`src/rtl/sac_pkg.sv`:
```
// Shared types and constants for the serial successive-approximation converter control
package sac_pkg;
  // ****************************************************************
  // Widths and sizes
  // ****************************************************************
  localparam int RES_W       = 12;     // Result word width
  localparam int CTRL_W      = 8;      // Control byte width
  localparam int FIFO_DEPTH  = 8;      // Result queue depth
  localparam int SYNC_W      = 6;      // Number of synchronised pins

  // ****************************************************************
  // Control byte positions and sequence counts
  // ****************************************************************
  localparam logic [3:0] BIT_TRACK = 4'h5;   // Bits in before tracking starts
  localparam logic [3:0] BIT_LAST  = 4'h8;   // Bits in a full control byte
  localparam logic [3:0] BIT_MSB   = 4'hb;   // Index of result MSB
  localparam logic [RES_W-1:0] SAR_START = 12'h800;  // First trial code
  localparam logic [SYNC_W-1:0] SYNC_RST = 6'h20;    // Select reads idle high

  // ****************************************************************
  // Power and clock modes
  // ****************************************************************
  localparam logic [1:0] PM_FULL_PD = 2'h0;  // Full power-down
  localparam logic [1:0] PM_FAST_PD = 2'h1;  // Fast power-down
  localparam logic [1:0] PM_INT_CLK = 2'h2;  // Internal clock conversion
  localparam logic [1:0] PM_EXT_CLK = 2'h3;  // External clock conversion

  // ****************************************************************
  // Timing
  // ****************************************************************
  localparam int CLK_PERIOD_NS = 5;          // System clock period
  localparam int INT_BIT_NS    = 400;        // Internal clock time per decision
  localparam int INT_BIT_CYC   = (INT_BIT_NS + CLK_PERIOD_NS - 1) / CLK_PERIOD_NS;
  localparam logic [7:0] INT_BIT_LAST = 8'(INT_BIT_CYC - 1);  // Tick terminal count

  // ****************************************************************
  // Types
  // ****************************************************************
  typedef struct packed {
    logic       start;        // Start bit
    logic       channel_select_hi;
    logic       channel_select_mid;
    logic       channel_select_lo;
    logic       polarity_select;      // 1 unipolar, 0 bipolar
    logic       input_config_select;  // 1 single-ended, 0 differential
    logic       power_mode_hi;
    logic       power_mode_lo;
  } sac_ctrl_t;

  typedef struct packed {
    logic [2:0] posSel;       // Channel on the positive comparator input
    logic [2:0] negSel;       // Channel on the negative input
    logic       negGnd;       // Negative input tied to ground
    logic       unipolar;     // Unipolar coding
  } sac_mux_t;
endpackage

```
`src/rtl/sac_serial_adc.sv`:
```
// Serial control, sequencing and result queue of the eight-input 12-bit converter
`timescale 1ns/1ps

// ****************************************************************
// Result queue
// ****************************************************************
module sac_fifo #(
  parameter int WIDTH = 12,
  parameter int DEPTH = 8
) (
  input  wire logic             sys_clk,
  input  wire logic             nrst,
  input  wire logic             clkEn,
  input  wire logic [WIDTH-1:0] inData,
  input  wire logic             inValid,
  output logic                  inReady,
  output logic      [WIDTH-1:0] outData,
  output logic                  outValid,
  input  wire logic             outReady
);
  localparam int AW = $clog2(DEPTH);
  logic [WIDTH-1:0] mem [DEPTH];     // Storage
  logic [AW:0]      wrPtr;           // Write pointer with wrap bit
  logic [AW:0]      rdPtr;           // Read pointer with wrap bit

  // Full when pointers differ only in the wrap bit
  assign inReady  = (wrPtr != {~rdPtr[AW], rdPtr[AW-1:0]});
  assign outValid = (wrPtr != rdPtr);
  assign outData  = mem[rdPtr[AW-1:0]];

  // Write side
  always_ff @(posedge sys_clk) begin
    if (!nrst) begin
      wrPtr <= '0;
    end else if (clkEn && inValid && inReady) begin
      mem[wrPtr[AW-1:0]] <= inData;
      wrPtr              <= wrPtr + 1'b1;
    end
  end

  // Read side
  always_ff @(posedge sys_clk) begin
    if (!nrst) begin
      rdPtr <= '0;
    end else if (clkEn && outValid && outReady) begin
      rdPtr <= rdPtr + 1'b1;
    end
  end
endmodule

// Behaviour
// - Data output changes only on clock falls
// - Data output floats while select high
// - Data input sampled on clock rises
// - Input bits ignored while select high
// - Internal mode: strobe low busy, high done
// - External mode: strobe one period before MSB
// - External mode: strobe floats while select high
// - External mode: serial clock steps decisions
// - Acquisition ends on fall after last bit
// - Track starts on fall after bit five
// - Hold on fall after bit eight, convert
// - Single-ended: channel positive, ground negative
// - Differential: fixed adjacent channel pairs
// - Shutdown pin three-level, low shuts down
// - Capacitor back to positive after conversion
// - Result is twelve-bit successive approximation
// - External cycle spans fifteen serial clocks
// - Leading zeros skipped; first one starts
// - Control byte field decode
// - Power-mode bits select power or clock
// - Channel index from select bits order
module sac_serial_adc
  import sac_pkg::*;
(
  input  wire logic             sys_clk,
  input  wire logic             nrst,
  input  wire logic             clkEn,
  input  wire logic             chipSelectN,
  input  wire logic             serialClk,
  input  wire logic             serialDataIn,
  input  wire logic             comparatorHigh,
  input  wire logic             shutdownPinLow,
  input  wire logic             shutdownPinHigh,
  output logic                  serialDataOut,
  output logic                  serialDataOutEn,
  output logic                  serial_strobe,
  output logic                  serialStrobeEn,
  output logic                  sampling_capacitor,
  output sac_mux_t              muxCfg,
  output logic      [RES_W-1:0] dacCode,
  output logic                  shutdownActive,
  output logic                  fullPowerDown,
  output logic                  fastPowerDown,
  output logic                  refCompInternal,
  output logic                  convBusy
);
  // ****************************************************************
  // Pin synchronisers and edge detection
  // ****************************************************************
  logic [SYNC_W-1:0] syncA;          // First stage, read only by syncB
  logic [SYNC_W-1:0] syncB;          // Second stage
  logic              sclkPrev;       // Previous synchronised serial clock

  // Two flip-flops on every outside pin
  always_ff @(posedge sys_clk) begin
    if (!nrst) begin
      syncA <= SYNC_RST;
      syncB <= SYNC_RST;
    end else if (clkEn) begin
      syncA <= {chipSelectN, serialClk, serialDataIn, comparatorHigh,
                shutdownPinLow, shutdownPinHigh};
      syncB <= syncA;
    end
  end

  // Clock history for edge finding
  always_ff @(posedge sys_clk) begin
    if (!nrst) begin
      sclkPrev <= 1'b0;
    end else if (clkEn) begin
      sclkPrev <= syncB[4];
    end
  end

  logic csLow;                       // Select asserted
  logic dinS;                        // Synchronised data input
  logic compS;                       // Synchronised comparator decision
  logic shdnLowS;                    // Shutdown pin pulled low
  logic sclkRise;                    // Serial clock rising, select low
  logic sclkFall;                    // Serial clock falling, select low
  assign csLow    = ~syncB[5];
  assign dinS     = syncB[3];
  assign compS    = syncB[2];
  assign shdnLowS = syncB[1];
  assign sclkRise = csLow & syncB[4] & ~sclkPrev;
  assign sclkFall = csLow & ~syncB[4] & sclkPrev;

  // ****************************************************************
  // Control byte receiver
  // ****************************************************************
  logic            rxStarted;        // Start bit seen
  logic [3:0]      rxCount;          // Bits received including start
  logic [7:0]      rxShift;          // Received bits
  logic            trackEvt;         // Fall after fifth bit
  logic            byteDone;         // Fall after eighth bit
  sac_ctrl_t       ctrl;             // Decoded view of the byte

  assign trackEvt = sclkFall & (rxCount == BIT_TRACK);
  assign byteDone = sclkFall & (rxCount == BIT_LAST);
  assign ctrl     = sac_ctrl_t'(rxShift);

  // Hunt for the start bit, then shift the byte in
  always_ff @(posedge sys_clk) begin
    if (!nrst) begin
      rxStarted <= 1'b0;
      rxCount   <= 4'h0;
      rxShift   <= 8'h00;
    end else if (clkEn) begin
      if (!csLow) begin
        // Partial byte dropped on deselect
        rxStarted <= 1'b0;
        rxCount   <= 4'h0;
      end else if (byteDone) begin
        // Hunt again at once, so the next byte may overlap the conversion
        rxStarted <= 1'b0;
        rxCount   <= 4'h0;
      end else if (sclkRise) begin
        if (!rxStarted) begin
          // Zeros before the start bit have no effect
          if (dinS) begin
            rxStarted <= 1'b1;
            rxCount   <= 4'h1;
            rxShift   <= 8'h01;
          end
        end else if (rxCount != BIT_LAST) begin
          rxCount <= rxCount + 4'h1;
          rxShift <= {rxShift[6:0], dinS};
        end
      end
    end
  end

  // ****************************************************************
  // Configuration latch and input multiplexer
  // ****************************************************************
  logic [1:0] pwrMode;               // Latched power/clock mode
  logic       extMode;               // External clock mode latched
  assign extMode = (pwrMode == PM_EXT_CLK);

  // Latch mode and mux routing at the end of each byte
  always_ff @(posedge sys_clk) begin
    if (!nrst) begin
      pwrMode <= PM_INT_CLK;
      muxCfg  <= '0;
    end else if (clkEn && byteDone) begin
      pwrMode         <= {ctrl.power_mode_hi, ctrl.power_mode_lo};
      muxCfg.unipolar <= ctrl.polarity_select;
      if (ctrl.input_config_select) begin
        // Single-ended: index is mid, lo, hi bits
        muxCfg.posSel <= {ctrl.channel_select_mid, ctrl.channel_select_lo,
                          ctrl.channel_select_hi};
        muxCfg.negSel <= 3'h0;
        muxCfg.negGnd <= 1'b1;
      end else begin
        // Differential: pair from mid, lo; hi swaps polarity
        muxCfg.posSel <= {ctrl.channel_select_mid, ctrl.channel_select_lo,
                          ctrl.channel_select_hi};
        muxCfg.negSel <= {ctrl.channel_select_mid, ctrl.channel_select_lo,
                          ~ctrl.channel_select_hi};
        muxCfg.negGnd <= 1'b0;
      end
    end
  end

  // Power-down flags, cleared by any converting byte
  always_ff @(posedge sys_clk) begin
    if (!nrst) begin
      fullPowerDown <= 1'b0;
      fastPowerDown <= 1'b0;
    end else if (clkEn && byteDone) begin
      fullPowerDown <= ({ctrl.power_mode_hi, ctrl.power_mode_lo} == PM_FULL_PD);
      fastPowerDown <= ({ctrl.power_mode_hi, ctrl.power_mode_lo} == PM_FAST_PD);
    end
  end

  // Three-level shutdown: low stops, high picks internal compensation
  assign shutdownActive  = shdnLowS;
  assign refCompInternal = syncB[0] & ~shdnLowS;

  // ****************************************************************
  // Conversion sequencer
  // ****************************************************************
  typedef enum logic [4:0] {
    ST_IDLE  = 5'b00001,             // Waiting for a converting byte
    ST_XSTRB = 5'b00010,             // External: strobe period
    ST_XCONV = 5'b00100,             // External: decisions on falls
    ST_ICONV = 5'b01000,             // Internal: timed decisions
    ST_IPUSH = 5'b10000              // Internal: queue the result
  } sac_state_t;

  sac_state_t       state;           // Sequencer state
  logic [3:0]       bitIdx;          // Bit being decided
  logic [7:0]       tick;            // Internal decision timer
  logic             decide;          // Take a decision this cycle
  logic             startConv;       // Converting byte accepted
  logic             qValid;          // Result offered to queue
  logic             qReady;          // Queue accepts the result

  assign startConv = byteDone & ~shdnLowS & ctrl.power_mode_hi;
  assign decide    = ((state == ST_XSTRB) | (state == ST_XCONV)) ? sclkFall
                   : ((state == ST_ICONV) & (tick == INT_BIT_LAST));
  assign qValid    = (state == ST_IPUSH);
  assign convBusy  = (state != ST_IDLE);

  // State transitions
  always_ff @(posedge sys_clk) begin
    if (!nrst) begin
      state <= ST_IDLE;
    end else if (clkEn) begin
      unique case (state)
        ST_IDLE: begin
          if (startConv) begin
            state <= ctrl.power_mode_lo ? ST_XSTRB : ST_ICONV;
          end
        end
        ST_XSTRB: begin
          // Strobe period ends with the MSB decision
          if (!csLow) begin
            state <= ST_IDLE;
          end else if (decide) begin
            state <= ST_XCONV;
          end
        end
        ST_XCONV: begin
          if (!csLow || (decide && bitIdx == 4'h0)) begin
            state <= ST_IDLE;
          end
        end
        ST_ICONV: begin
          if (decide && bitIdx == 4'h0) begin
            state <= ST_IPUSH;
          end
        end
        ST_IPUSH: begin
          // Stalls here while the queue is full
          if (qReady) begin
            state <= ST_IDLE;
          end
        end
      endcase
    end
  end

  // Internal decision timer
  always_ff @(posedge sys_clk) begin
    if (!nrst) begin
      tick <= 8'h00;
    end else if (clkEn) begin
      tick <= (state != ST_ICONV || tick == INT_BIT_LAST) ? 8'h00 : tick + 8'h01;
    end
  end

  // Successive approximation register
  always_ff @(posedge sys_clk) begin
    if (!nrst) begin
      dacCode <= 12'h000;
      bitIdx  <= 4'h0;
    end else if (clkEn) begin
      if (state == ST_IDLE && startConv) begin
        dacCode <= SAR_START;
        bitIdx  <= BIT_MSB;
      end else if (decide) begin
        // Keep or drop the trial bit, try the next one
        dacCode[bitIdx] <= compS;
        if (bitIdx != 4'h0) begin
          dacCode[bitIdx - 4'h1] <= 1'b1;
          bitIdx                 <= bitIdx - 4'h1;
        end
      end
    end
  end

  // Sampling capacitor: track after bit five, hold after bit eight
  always_ff @(posedge sys_clk) begin
    if (!nrst) begin
      sampling_capacitor <= 1'b1;
    end else if (clkEn) begin
      if (byteDone && state == ST_IDLE && startConv) begin
        // Hold only when a conversion really starts from the sample
        sampling_capacitor <= 1'b0;
      end else if (trackEvt && state == ST_IDLE) begin
        // An overlapping byte must not disturb a held sample
        sampling_capacitor <= 1'b1;
      end else if (decide && bitIdx == 4'h0) begin
        sampling_capacitor <= 1'b1;
      end
    end
  end

  // Strobe: external pulse or internal busy/done
  always_ff @(posedge sys_clk) begin
    if (!nrst) begin
      serial_strobe <= 1'b1;
    end else if (clkEn) begin
      if (state == ST_IDLE && startConv) begin
        serial_strobe <= ctrl.power_mode_lo;
      end else if (state == ST_XSTRB && decide) begin
        serial_strobe <= 1'b0;
      end else if (state == ST_IPUSH && qReady) begin
        serial_strobe <= 1'b1;
      end
    end
  end

  assign serialStrobeEn  = extMode ? csLow : 1'b1;
  assign serialDataOutEn = csLow;

  // ****************************************************************
  // Result queue and output shifter
  // ****************************************************************
  logic [RES_W-1:0] qData;           // Word at queue head
  logic             qOutValid;       // Queue holds a word
  logic             qOutReady;       // Shifter takes a word
  logic [RES_W-1:0] outShift;        // Bits still to send
  logic [3:0]       outLeft;         // Count of bits still to send

  assign qOutReady = (outLeft == 4'h0) & ~convBusy;

  sac_fifo #(
    .WIDTH (RES_W),
    .DEPTH (FIFO_DEPTH)
  ) u_fifo (
    .sys_clk  (sys_clk),
    .nrst     (nrst),
    .clkEn    (clkEn),
    .inData   (dacCode),
    .inValid  (qValid),
    .inReady  (qReady),
    .outData  (qData),
    .outValid (qOutValid),
    .outReady (qOutReady)
  );

  // Data output moves only on serial clock falls
  always_ff @(posedge sys_clk) begin
    if (!nrst) begin
      serialDataOut <= 1'b0;
      outShift      <= 12'h000;
      outLeft       <= 4'h0;
    end else if (clkEn) begin
      if (qOutValid && qOutReady) begin
        outShift <= qData;
        outLeft  <= BIT_MSB + 4'h1;
      end else if (decide && (state == ST_XSTRB || state == ST_XCONV)) begin
        serialDataOut <= compS;
      end else if (sclkFall) begin
        // Queued word leaves MSB first, zeros once empty
        serialDataOut <= (outLeft != 4'h0) & outShift[RES_W-1];
        outShift      <= {outShift[RES_W-2:0], 1'b0};
        if (outLeft != 4'h0) begin
          outLeft <= outLeft - 4'h1;
        end
      end
    end
  end
endmodule

```
`config.mk`:
```
export PLATFORM = sky130hd
export DESIGN_NAME = sac_serial_adc
export DESIGN_NICKNAME = d
export VERILOG_FILES = /design/src/rtl/sac_pkg.sv /design/src/rtl/sac_serial_adc.sv
export SDC_FILE = /design/constraint.sdc
export NUM_CORES = 1
export LEC_CHECK = 0
export BUFFER_PORTS_ARGS = -buffer_cell sky130_fd_sc_hd__buf_2
export CORE_MARGIN = 8
export CORE_UTILIZATION = 30
export DETAILED_ROUTE_END_ITERATION = 16
export PLACE_DENSITY_LB_ADDON = 0.08
export SYNTH_ARGS = -nofsm -noshare
export SYNTH_HDL_FRONTEND = slang
export SYNTH_HIERARCHICAL = 1
export SYNTH_SLANG_ARGS = --single-unit
```
`constraint.sdc`:
```
create_clock -name sys_clk -period 3.42 [get_ports sys_clk]
set_clock_uncertainty 0.1 [all_clocks]
set_input_delay 0.513 -clock sys_clk [delete_from_list [all_inputs] [get_ports sys_clk]]
set_output_delay 0.513 -clock sys_clk [all_outputs]
set_load 0.02 [all_outputs]
```
==> qor.yml, run 1 <==
timing:
  fin_hold_ws_ns: 0.2120
  finalSetupTns_ns: 0
  period_share: 0.7017
  fmax_mhz: 416.7
  slew_viol_final: 0
  worst_pin_slew_ns: 0.8150
  period_minus_slack_ns: 2.400
  rsz0062_at_grt: "no"
  hold_viol: 0
  relSlewSlack: 0.4552
  setup_viol: 0
pwr:
  p_leak_nw: 3.681
  ir_drop_v: 0.0002368
  power-per-cell-area_nw_per_um2: 488.4
final_layout:
  drive_gt1_frac: 0.1714
  final_cells: 1131
  syn_to_final_growth_pct: 13.66
  num_antenna_cells: 0
  layout.nets: 754
synthesis:
  syn_inst: 704
  syn_nets: 724
  synth_edf_count: 96
  ys_types: 74
  async_flop_share: 0
  synth_warnings: 6
  synth_area_per_cell_sq_um: 12.30
  synthTopCellsByArea: "edfxtp_1, dfxtp_1, mux4_1"
  synth_top_area_frac: 0.3330
  netlist_area_sq_um: 8656
  synth_commonest_cells: "dfxtp_1, edfxtp_1, nor2_1"
  ys_ff_latch: 192
  synth_top_cell_by_area: "edfxtp_1"
  synth-main-ff-cell: "edfxtp_1"
  seq_area_frac_synth: 0.5551
detailed_routing:
  drtIter0Drc: 232
  vias: 5506
  viasPerCell: 4.868
  wl_per_cell_um: 17.86
  drcViolationCount: 0
  ant_nets: 0
  drt-total-wl_mm: 20.21
  firstDrtPassIters: 4
cts:
  cts_buffers: 17
  ctsHoldBuffers: 0
  cts_setup_buffers: 0
  cts-htree-levels: 4
  cts.sinks: 192
  post_cts_resized: 0
  cts_tree: "done"
  cts_buffer_depth: 2
  clk_latency_ns: 0.43
  path_clk_slew_ns: 0.08
  root_buffer: "clkbuf_16"
placed_design:
  gp_congestion: 0.7662
  dp.cells: 1099
  hpwl_mm: 13.55
  numPortBuffers: 38
floorplan:
  ioPinCount: 39
  core_area_sq_um: 28550
  rows: 62
  start_util: 0.3032
  die_y_um: 185.9
  die-area_sq_um: 34540
  dieWidth_um: 185.9
critical_path:
  r2r_start: "u_fifo/wrPtr[1]$_SDFFE_PN0P_"
  cp_cell_sequence: "xnor2_1 > and3_1 > nand2_1 > nand4_2 > nand2_1 > nand3_1 > o31ai_1"
  path_buf_inv: 0
  crit_path_start_kind: "flop"
  cp_slowest_cell: "dfxtp_1"
  crit_arrival_ns: 2.63
  end_kind: "flop"
  cp.required_ns: 3.65
  crit_family: "simple AND/OR/NAND/NOR gates"
  r2r_cells: 7
  crit_type: "reg -> reg"
  regToRegEndpoint: "outLeft[0]$_SDFFE_PN0P_"
  max_stage_delay_ns: 0.61
  path_common_cell: "nand2_1"
  r2r_slack_ns: 1.02
  cp_max_fo: 12
grt:
  track_usage: 0.1217
  grt_max_degree: 27
  antenna_found_initial: 0
  grt_overflow_total: 0
  first_global_vias: 5630
  grt_pass1_wl_mm: 32.10
min_path:
  whs_path_depth: 3
  hp-start: "chipSelectN"
  whs_endpoint: "syncA[5]$_SDFFE_PN1P_"
  min_path_type: "in -> reg"
flow_run:
  cap_violations: 0
status:
  status: "complete, no violations"
-- layout make-up --
type,instances,area (sq um)
inverters,14,52.55
repair buffers,56,325.3
clock buffers,18,429.2
clock inverters,14,165.2
well taps,384,480.5
multi-input cells,453,3581
fillers,2898,18710
flip-flops and latches,192,4805
-- flip-flops by register name (all words and copies together), names as in the netlist, named ones only --
register	flops
u_fifo/wrPtr	4
syncB	6
dacCode	12
sampling_capacitor	1
serial_strobe	1
u_fifo/rdPtr	4
serialDataOut	1
ctrl	7
state	5
rxStarted	1
fullPowerDown	1
pwrMode	2
rxCount	4
syncA	6
sclkPrev	1
bitIdx	4
outShift	12
outLeft	4
muxCfg	8
tick	8
u_fifo/mem	96
fastPowerDown	1
-- layer usage --
layer | global-route usage | vias to the layer above | wire [um]
li1 | - | 2714 | -
met4 | 0.03525 | 0 | 206
met2 | 0.2168 | 62 | 10230
met3 | 0.02342 | 12 | 537
met1 | 0.1468 | 2718 | 9231
met5 | 0 | - | 0
-- cells by family after synthesis --
group | Yosys count | synth area share
mux | 84 | 0.1437
flops | 192 | 0.5551
fa+ha+maj | 11 | 0.01590
buf+inv | 59 | 0.03498
simple gates | 218 | 0.1333
xor+xnor | 16 | 0.01706
compound gates | 124 | 0.1000
-- power by group --
part           switching, mW  total (mW)  internal, mW
registers             0.0417        2.46          2.41
logic                  0.184       0.334         0.149
clock network          0.966        2.01          1.05
-- cell usage in the layout (no fill, tap or decap), drive strengths merged, types with 4 or more instances in the layout --
cell type | synthesis | routed
nand4 | 11 | 11
a211oi | 7 | 7
inv | 14 | 21
mux4 | 24 | 24
nor4 | 6 | 6
and2 | 4 | 4
xnor2 | 8 | 8
nor3b | 7 | 7
nor2 | 54 | 54
clkbuf | 17 | 18
nand2b | 13 | 13
and3 | 6 | 6
nand3 | 25 | 25
nor3 | 12 | 12
nor2b | 12 | 12
a31oi | 6 | 6
a21o | 6 | 6
xor2 | 8 | 8
mux2 | 13 | 13
o2bb2ai | 11 | 11
clkinv | 0 | 5
o22ai | 4 | 4
edfxtp | 96 | 96
mux2i | 47 | 47
dfxtp | 96 | 96
nand2 | 53 | 53
a311oi | 4 | 4
o21ai | 13 | 13
ha | 11 | 11
buf | 28 | 56
a21oi | 44 | 44
-- worst max path at each step --
stage	from	endpoint	slack (ns)	cells after the start
final	u_fifo/wrPtr[1]$_SDFFE_PN0P_	outLeft[0]$_SDFFE_PN0P_	1.02	7
after global routing	u_fifo/wrPtr[1]$_SDFFE_PN0P_	outShift[11]$_SDFFE_PN0P_	0.78	7
after CTS	u_fifo/wrPtr[1]$_SDFFE_PN0P_	outLeft[0]$_SDFFE_PN0P_	0.99	7
after detailed placement	clkEn	muxCfg[3]$_SDFFE_PN0P_	0.93	6
after global placement	clkEn	muxCfg[4]$_SDFFE_PN0P_	1.00	6
after floorplan	state[2]$_SDFFE_PN0P_	u_fifo/mem[0][0]$_DFFE_PP_	0.58	5
-- worst min-delay path, delay by kind of cell --
| kind | cells | cell delay, ns |
|---|---|---|
| mux | 1 | 0.06 |
| buf+inv | 1 | 0.08 |
| simple gates | 1 | 0.06 |
-- through the flow --
step                worst slack (ns)  power [mW]    util  instance area, sq um
floorplan                     0.5751       2.766       -                  8656
global placement               1.003       2.846  0.3238                  9244
detailed placement            0.9308       2.849  0.3238                  9244
CTS                           0.9942       4.880  0.3446                  9838
global route                  0.7841       4.989  0.3446                  9838
finish                         1.020       4.804  0.3446                  9838
Note: power is estimated with default switching activity, not from simulation.
==> inputs of run 2 (changes only) <==
==> constraint.sdc (replaced) <==
create_clock -name sys_clk -period 2.2 [get_ports sys_clk]
set_clock_uncertainty 0.1 [all_clocks]
set_input_delay 0.33 -clock sys_clk [delete_from_list [all_inputs] [get_ports sys_clk]]
set_output_delay 0.33 -clock sys_clk [all_outputs]
set_load 0.02 [all_outputs]
==> qor.yml, run 2 (synthesis gave the netlist of run 1 again) <==
grt:
  grt_max_degree: 33  # +22%
  track_usage: 0.1244  # +0.002723
  antenna_found_initial: 0  # unchanged
  first_global_vias: 5910  # +5.0%
  grt_overflow_total: 0  # unchanged
  grt_pass1_wl_mm: 33.07  # +3.0%
flow_run:
  cap_violations: 0  # unchanged
cts:
  cts.sinks: 192  # unchanged
  cts_buffers: 17  # unchanged
  root_buffer: "clkbuf_16"
  cts_buffer_depth: 2  # unchanged
  cts_tree: "done"
  path_clk_slew_ns: 0.08  # about the same
  clk_latency_ns: 0.44  # about the same
  cts-htree-levels: 4  # unchanged
pwr:
  power-per-cell-area_nw_per_um2: 749.8  # +54%
  p_leak_nw: 3.914  # +6.3%
  ir_drop_v: 0.0004913  # +110%
final_layout:
  syn_to_final_growth_pct: 19.24
  final_common_cell: "edfxtp_1"
  num_antenna_cells: 0  # unchanged
  layout.nets: 789  # +4.6%
  nFillCells: 2877  # -0.72%
  finish.utilization: 0.3615  # +0.01692
  largest_reg_flops: 96  # unchanged
  drive_gt1_frac: 0.2225  # +0.05115
  final_cell_mix: "edfxtp_1, dfxtp_1, nand2_1, nor2_1, mux2i_1"
critical_path:
  cp_max_fo: 5  # -7
  crit_family: "simple AND/OR/NAND/NOR gates"
  end_kind: "output port"
  cp.required_ns: 1.77  # -1.88 ns
  crit_type: "reg -> out"
  path_buf_inv: 2  # +2
  max_stage_delay_ns: 0.41  # -0.20 ns
  crit_arrival_ns: 1.68  # -0.95 ns
  cp_slowest_cell: "dfxtp_1"
  cp_cell_sequence: "nor4_4 > buf_4 > nand2_1 > buf_2"
  crit_path_start_kind: "flop"
floorplan:
  ioPinCount: 39  # unchanged
  core_area_sq_um: 28550  # unchanged
  rows: 62  # unchanged
  die-area_sq_um: 34540  # unchanged
  die_y_um: 185.9  # unchanged
  start_util: 0.3032  # unchanged
  dieWidth_um: 185.9  # unchanged
detailed_routing:
  drtIter0Drc: 219  # -5.6%
  firstDrtPassIters: 4  # unchanged
  ant_nets: 0  # unchanged
  wl_per_cell_um: 17.49  # -2.1%
  vias: 5614  # +2.0%
  drt-total-wl_mm: 20.40  # +0.94%
  drcViolationCount: 0  # unchanged
  viasPerCell: 4.815  # -1.1%
timing:
  fin_hold_ws_ns: 0.02790  # -0.1841 ns
  setup_viol: 0  # unchanged
  hold_viol: 0  # unchanged
  worst_pin_slew_ns: 0.4567  # -0.3582 ns
  period_share: 0.9571
  period_minus_slack_ns: 2.106
  setup_slack_ns: 0.09430  # -0.9258 ns
  fmax_mhz: 474.9
  rsz0062_at_grt: "yes"
  relSlewSlack: 0.6951  # +0.2399
  slew_viol_final: 0  # unchanged
placed_design:
  place_ws_ns: 0.08750  # -0.8433 ns
  gp_congestion: 0.7621  # -0.54%
  hpwl_mm: 13.88  # +2.5%
  numPortBuffers: 38  # unchanged
min_path:
  min_path_type: "in -> reg"
status:
  status: "complete, no violations"
==> run 2: changes by cell type in the layout (fill, tap and decap cells not counted), moves of 2 or more <==
cell / change
xnor2_2: +3
buf_4: +25
nor3_2: -2
nor3_4: +2
xnor2_1: -3
buf_12: +9
nor2_2: +2
dfxtp_1: -3
nor2_1: -2
dfxtp_2: +3
==> run 2: through the flow <==
| step | std cells | total power [mW] | cell area, sq um | setup TNS, ns |
|---|---|---|---|---|
| after floorplan | 704 | 4.301 | 8706 | -3.761 |
| after global placement | 1132 | 4.491 | 9622 | 0 |
| after detailed placement | 1132 | 4.498 | 9622 | 0 |
| after CTS | 1165 | 7.853 | 10260 | 0 |
| after global routing | 1166 | 8.050 | 10320 | -0.01934 |
| final | 1166 | 7.739 | 10320 | 0 |
==> run 2: path summary, 6_finish.rpt <==
check | start | to | slack, ns | cells past startpoint
worst max-delay path | state[2]$_SDFFE_PN0P_ | convBusy | 0.09 | 4
worst min register to register | outShift[7]$_SDFFE_PN0P_ | outShift[7]$_SDFFE_PN0P_ | 0.36 | 1
worst max register to register | outLeft[0]$_SDFFE_PN0P_ | outLeft[1]$_SDFFE_PN0P_ | 0.12 | 8
worst min-delay path | shutdownPinHigh | syncA[0]$_SDFFE_PN0P_ | 0.03 | 3
==> run 2: per-layer routing <==
metal / GRT usage / share of wire
met1: 0.1605 / 0.48
met2: 0.2114 / 0.48
met3: 0.02499 / 0.030
met4: 0.02953 / 0.0053
met5: 0 / 0
==> run 2: power breakdown <==
part	total, mW	switching, mW	leakage [nW]	internal, mW
Sequential	3.80	0.0434	1.73	3.75
Clock	3.31	1.55	0.305	1.76
Combinational	0.630	0.334	1.87	0.296
Total	7.74	1.93	3.91	5.81
==> run 2: timing repair <==
item	in CTS	in global routing
setup endpoints to repair	0	43
setup buffers	0	1
hold buffers	1	0
endpoints found under the hold margin	1	0
resized for setup	0	11
==> run 2: layout make-up <==
type                       instances  area (sq um)  area share
sequential                       192          4808      0.4659
multi-input combinational        453          3643      0.3530
timing repair buffer              91         703.2     0.06813
tap                              384         480.5     0.04655
clock buffer                      18         429.2     0.04158
clock inverter                    14         203.9     0.01976
inverter                          14         52.55    0.005092
==> run 2: tightest hold or removal path: stages <==
cell	delay [ns]
buf_2	0.07
mux2i_1	0.05
nor2_1	0.07
==> inputs of run 3 (changes only) <==
--- a/config.mk
+++ b/config.mk
@@ -8,8 +8,8 @@
 export BUFFER_PORTS_ARGS = -buffer_cell sky130_fd_sc_hd__buf_2
 export CORE_MARGIN = 8
 export CORE_UTILIZATION = 30
+export CTS_CLUSTER_SIZE = 30
 export DETAILED_ROUTE_END_ITERATION = 16
-export PLACE_DENSITY_LB_ADDON = 0.08
 export SYNTH_ARGS = -nofsm -noshare
 export SYNTH_HDL_FRONTEND = slang
 export SYNTH_HIERARCHICAL = 1
==> qor.yml, run 3 (synthesis gave the netlist of run 1 again) <==
grt:
  grt_overflow_total: 0  # unchanged
  grt_max_degree: 28  # -15%
  first_global_vias: 5634  # -4.7%
  antenna_found_initial: 0  # unchanged
  track_usage: 0.1134  # -0.01097
  grt_pass1_wl_mm: 30.49  # -7.8%
pwr:
  p_seq_frac: 0.490  # about the same
  cellInternalPower_mw: 5.662  # -2.6%
  p_sw_frac: 0.2697  # +0.02087
  power-per-cell-area_nw_per_um2: 749.5  # about the same
  ir_drop_v: 0.0005708  # +16%
  power.switching_mw: 2.091  # +8.6%
  p_leak_nw: 3.939  # +0.65%
  comb_power_share: 0.079  # -0.002
  p_total_mw: 7.753  # +0.18%
  p_clk_frac: 0.432  # +0.004
cts:
  clk_latency_ns: 0.45  # about the same
  root_buffer: "clkbuf_16"
  cts-htree-levels: 4  # unchanged
  cts_setup_buffers: 0  # unchanged
  cts_buffers: 17  # unchanged
  cts_tree: "done"
  cts_buffer_depth: 2  # unchanged
  path_clk_slew_ns: 0.08  # about the same
  cts.sinks: 192  # unchanged
floorplan:
  die-area_sq_um: 34540  # unchanged
  die_y_um: 185.9  # unchanged
  start_util: 0.3032  # unchanged
  dieWidth_um: 185.9  # unchanged
  rows: 62  # unchanged
  ioPinCount: 39  # unchanged
  core_area_sq_um: 28550  # unchanged
final_layout:
  num_antenna_cells: 0  # unchanged
  nFillCells: 2821  # -1.9%
  finish.utilization: 0.3624  # +0.0008320
  final_cells: 1170  # +0.34%
  final_cell_mix: "edfxtp_1, dfxtp_1, nand2_1, nor2_1, buf_4"
  largest_reg_flops: 96  # unchanged
  drive_gt1_frac: 0.2277  # +0.005229
  layout.nets: 793  # +0.51%
  final_common_cell: "edfxtp_1"
  final_area_sq_um: 10340  # +0.23%
  syn_to_final_growth_pct: 19.51
timing:
  fin_hold_ws_ns: 0.02211  # -0.005784 ns
  period_minus_slack_ns: 2.090  # -0.01541 ns
  slew_viol_final: 0  # unchanged
  setup_slack_ns: 0.1097  # +0.01541 ns
  period_share: 0.9501  # -0.007005
  fmax_mhz: 478.4  # +0.74%
  setup_viol: 0  # unchanged
  worst_pin_slew_ns: 0.4996  # +0.04284 ns
  finalSetupTns_ns: 0  # unchanged
  relSlewSlack: 0.6665  # -0.02860
  hold_viol: 0  # unchanged
  rsz0062_at_grt: "no"
detailed_routing:
  drtIter0Drc: 254  # +16%
  firstDrtPassIters: 4  # unchanged
  viasPerCell: 4.839  # +0.51%
  drt-total-wl_mm: 18.90  # -7.3%
  vias: 5662  # +0.86%
  drcViolationCount: 0  # unchanged
  ant_nets: 0  # unchanged
  wl_per_cell_um: 16.15  # -7.7%
placed_design:
  hpwl_mm: 12.89  # -7.1%
  numPortBuffers: 38  # unchanged
  gp_congestion: 0.7813  # +2.5%
  place_ws_ns: 0.06200  # -0.02550 ns
  dp.cells: 1136  # +0.35%
  place_area_sq_um: 9627  # about the same
critical_path:
  crit_arrival_ns: 1.66  # -0.02 ns
  end_kind: "output port"
  cp_max_fo: 5  # unchanged
  cp.required_ns: 1.77  # about the same
  crit_type: "reg -> out"
  crit_path_start_kind: "flop"
min_path:
  min_path_type: "in -> reg"
status:
  status: "complete, no violations"
flow_run:
  cap_violations: 0  # unchanged
run 3: changes by cell type in the layout (fill, tap and decap cells not counted), sizes merged:
cell / change
buf: +3
bufinv: -2
clkbuf: -1
clkinv: +2
clkinvlp: -1
dlygate4sd3: +1
inv: +2
run 3: final cells by class:
| class | instances | area (sq um) | share of cell area |
|---|---|---|---|
| well taps | 384 | 480.5 | 0.04644 |
| clock buffers | 17 | 425.4 | 0.04112 |
| multi-input cells | 453 | 3635 | 0.3514 |
| repair buffers | 95 | 710.7 | 0.06870 |
| flip-flops and latches | 192 | 4810 | 0.4649 |
| clock inverters | 15 | 231.5 | 0.02238 |
| inverters | 14 | 52.55 | 0.005080 |
run 3: worst max-delay path, stage by stage (launching register included):
cell and delay (ns):
dfxtp_2 0.37, nor4_4 0.35, buf_4 0.17, nand2_1 0.12, buf_2 0.19
run 3: metal layers:
layer	part of all wire	up-vias	GRT usage
met5	0	-	0
li1	-	2786	-
met3	0.030	18	0.02401
met4	0.013	0	0.03366
met2	0.46	78	0.1840
met1	0.49	2780	0.1502
run 3: power groups by stage:
stage               logic [mW]  registers, mW  clock network, mW
floorplan                0.440           3.86                  0
global route             0.664           3.80               3.55
detailed placement       0.598           3.88                  0
finish                   0.609           3.80               3.35
CTS                      0.604           3.79               3.42
global placement         0.595           3.88                  0
run 3: final timing paths:
kind | from | to | slack, ns | depth (start not counted)
worst min register to register | outLeft[1]$_SDFFE_PN0P_ | outLeft[1]$_SDFFE_PN0P_ | 0.37 | 2
worst min-delay path | shutdownPinHigh | syncA[0]$_SDFFE_PN0P_ | 0.02 | 3
worst max-delay path | state[4]$_SDFFE_PN0P_ | convBusy | 0.11 | 4
worst max register to register | outLeft[0]$_SDFFE_PN0P_ | u_fifo/rdPtr[3]$_SDFFE_PN0P_ | 0.15 | 8
run 3: timing repair:
action	4_1_cts	5_1_grt
gates resized for setup	0	11
endpoints found under the setup margin	0	28
hold buffers	2	0
hold endpoints to repair	2	0
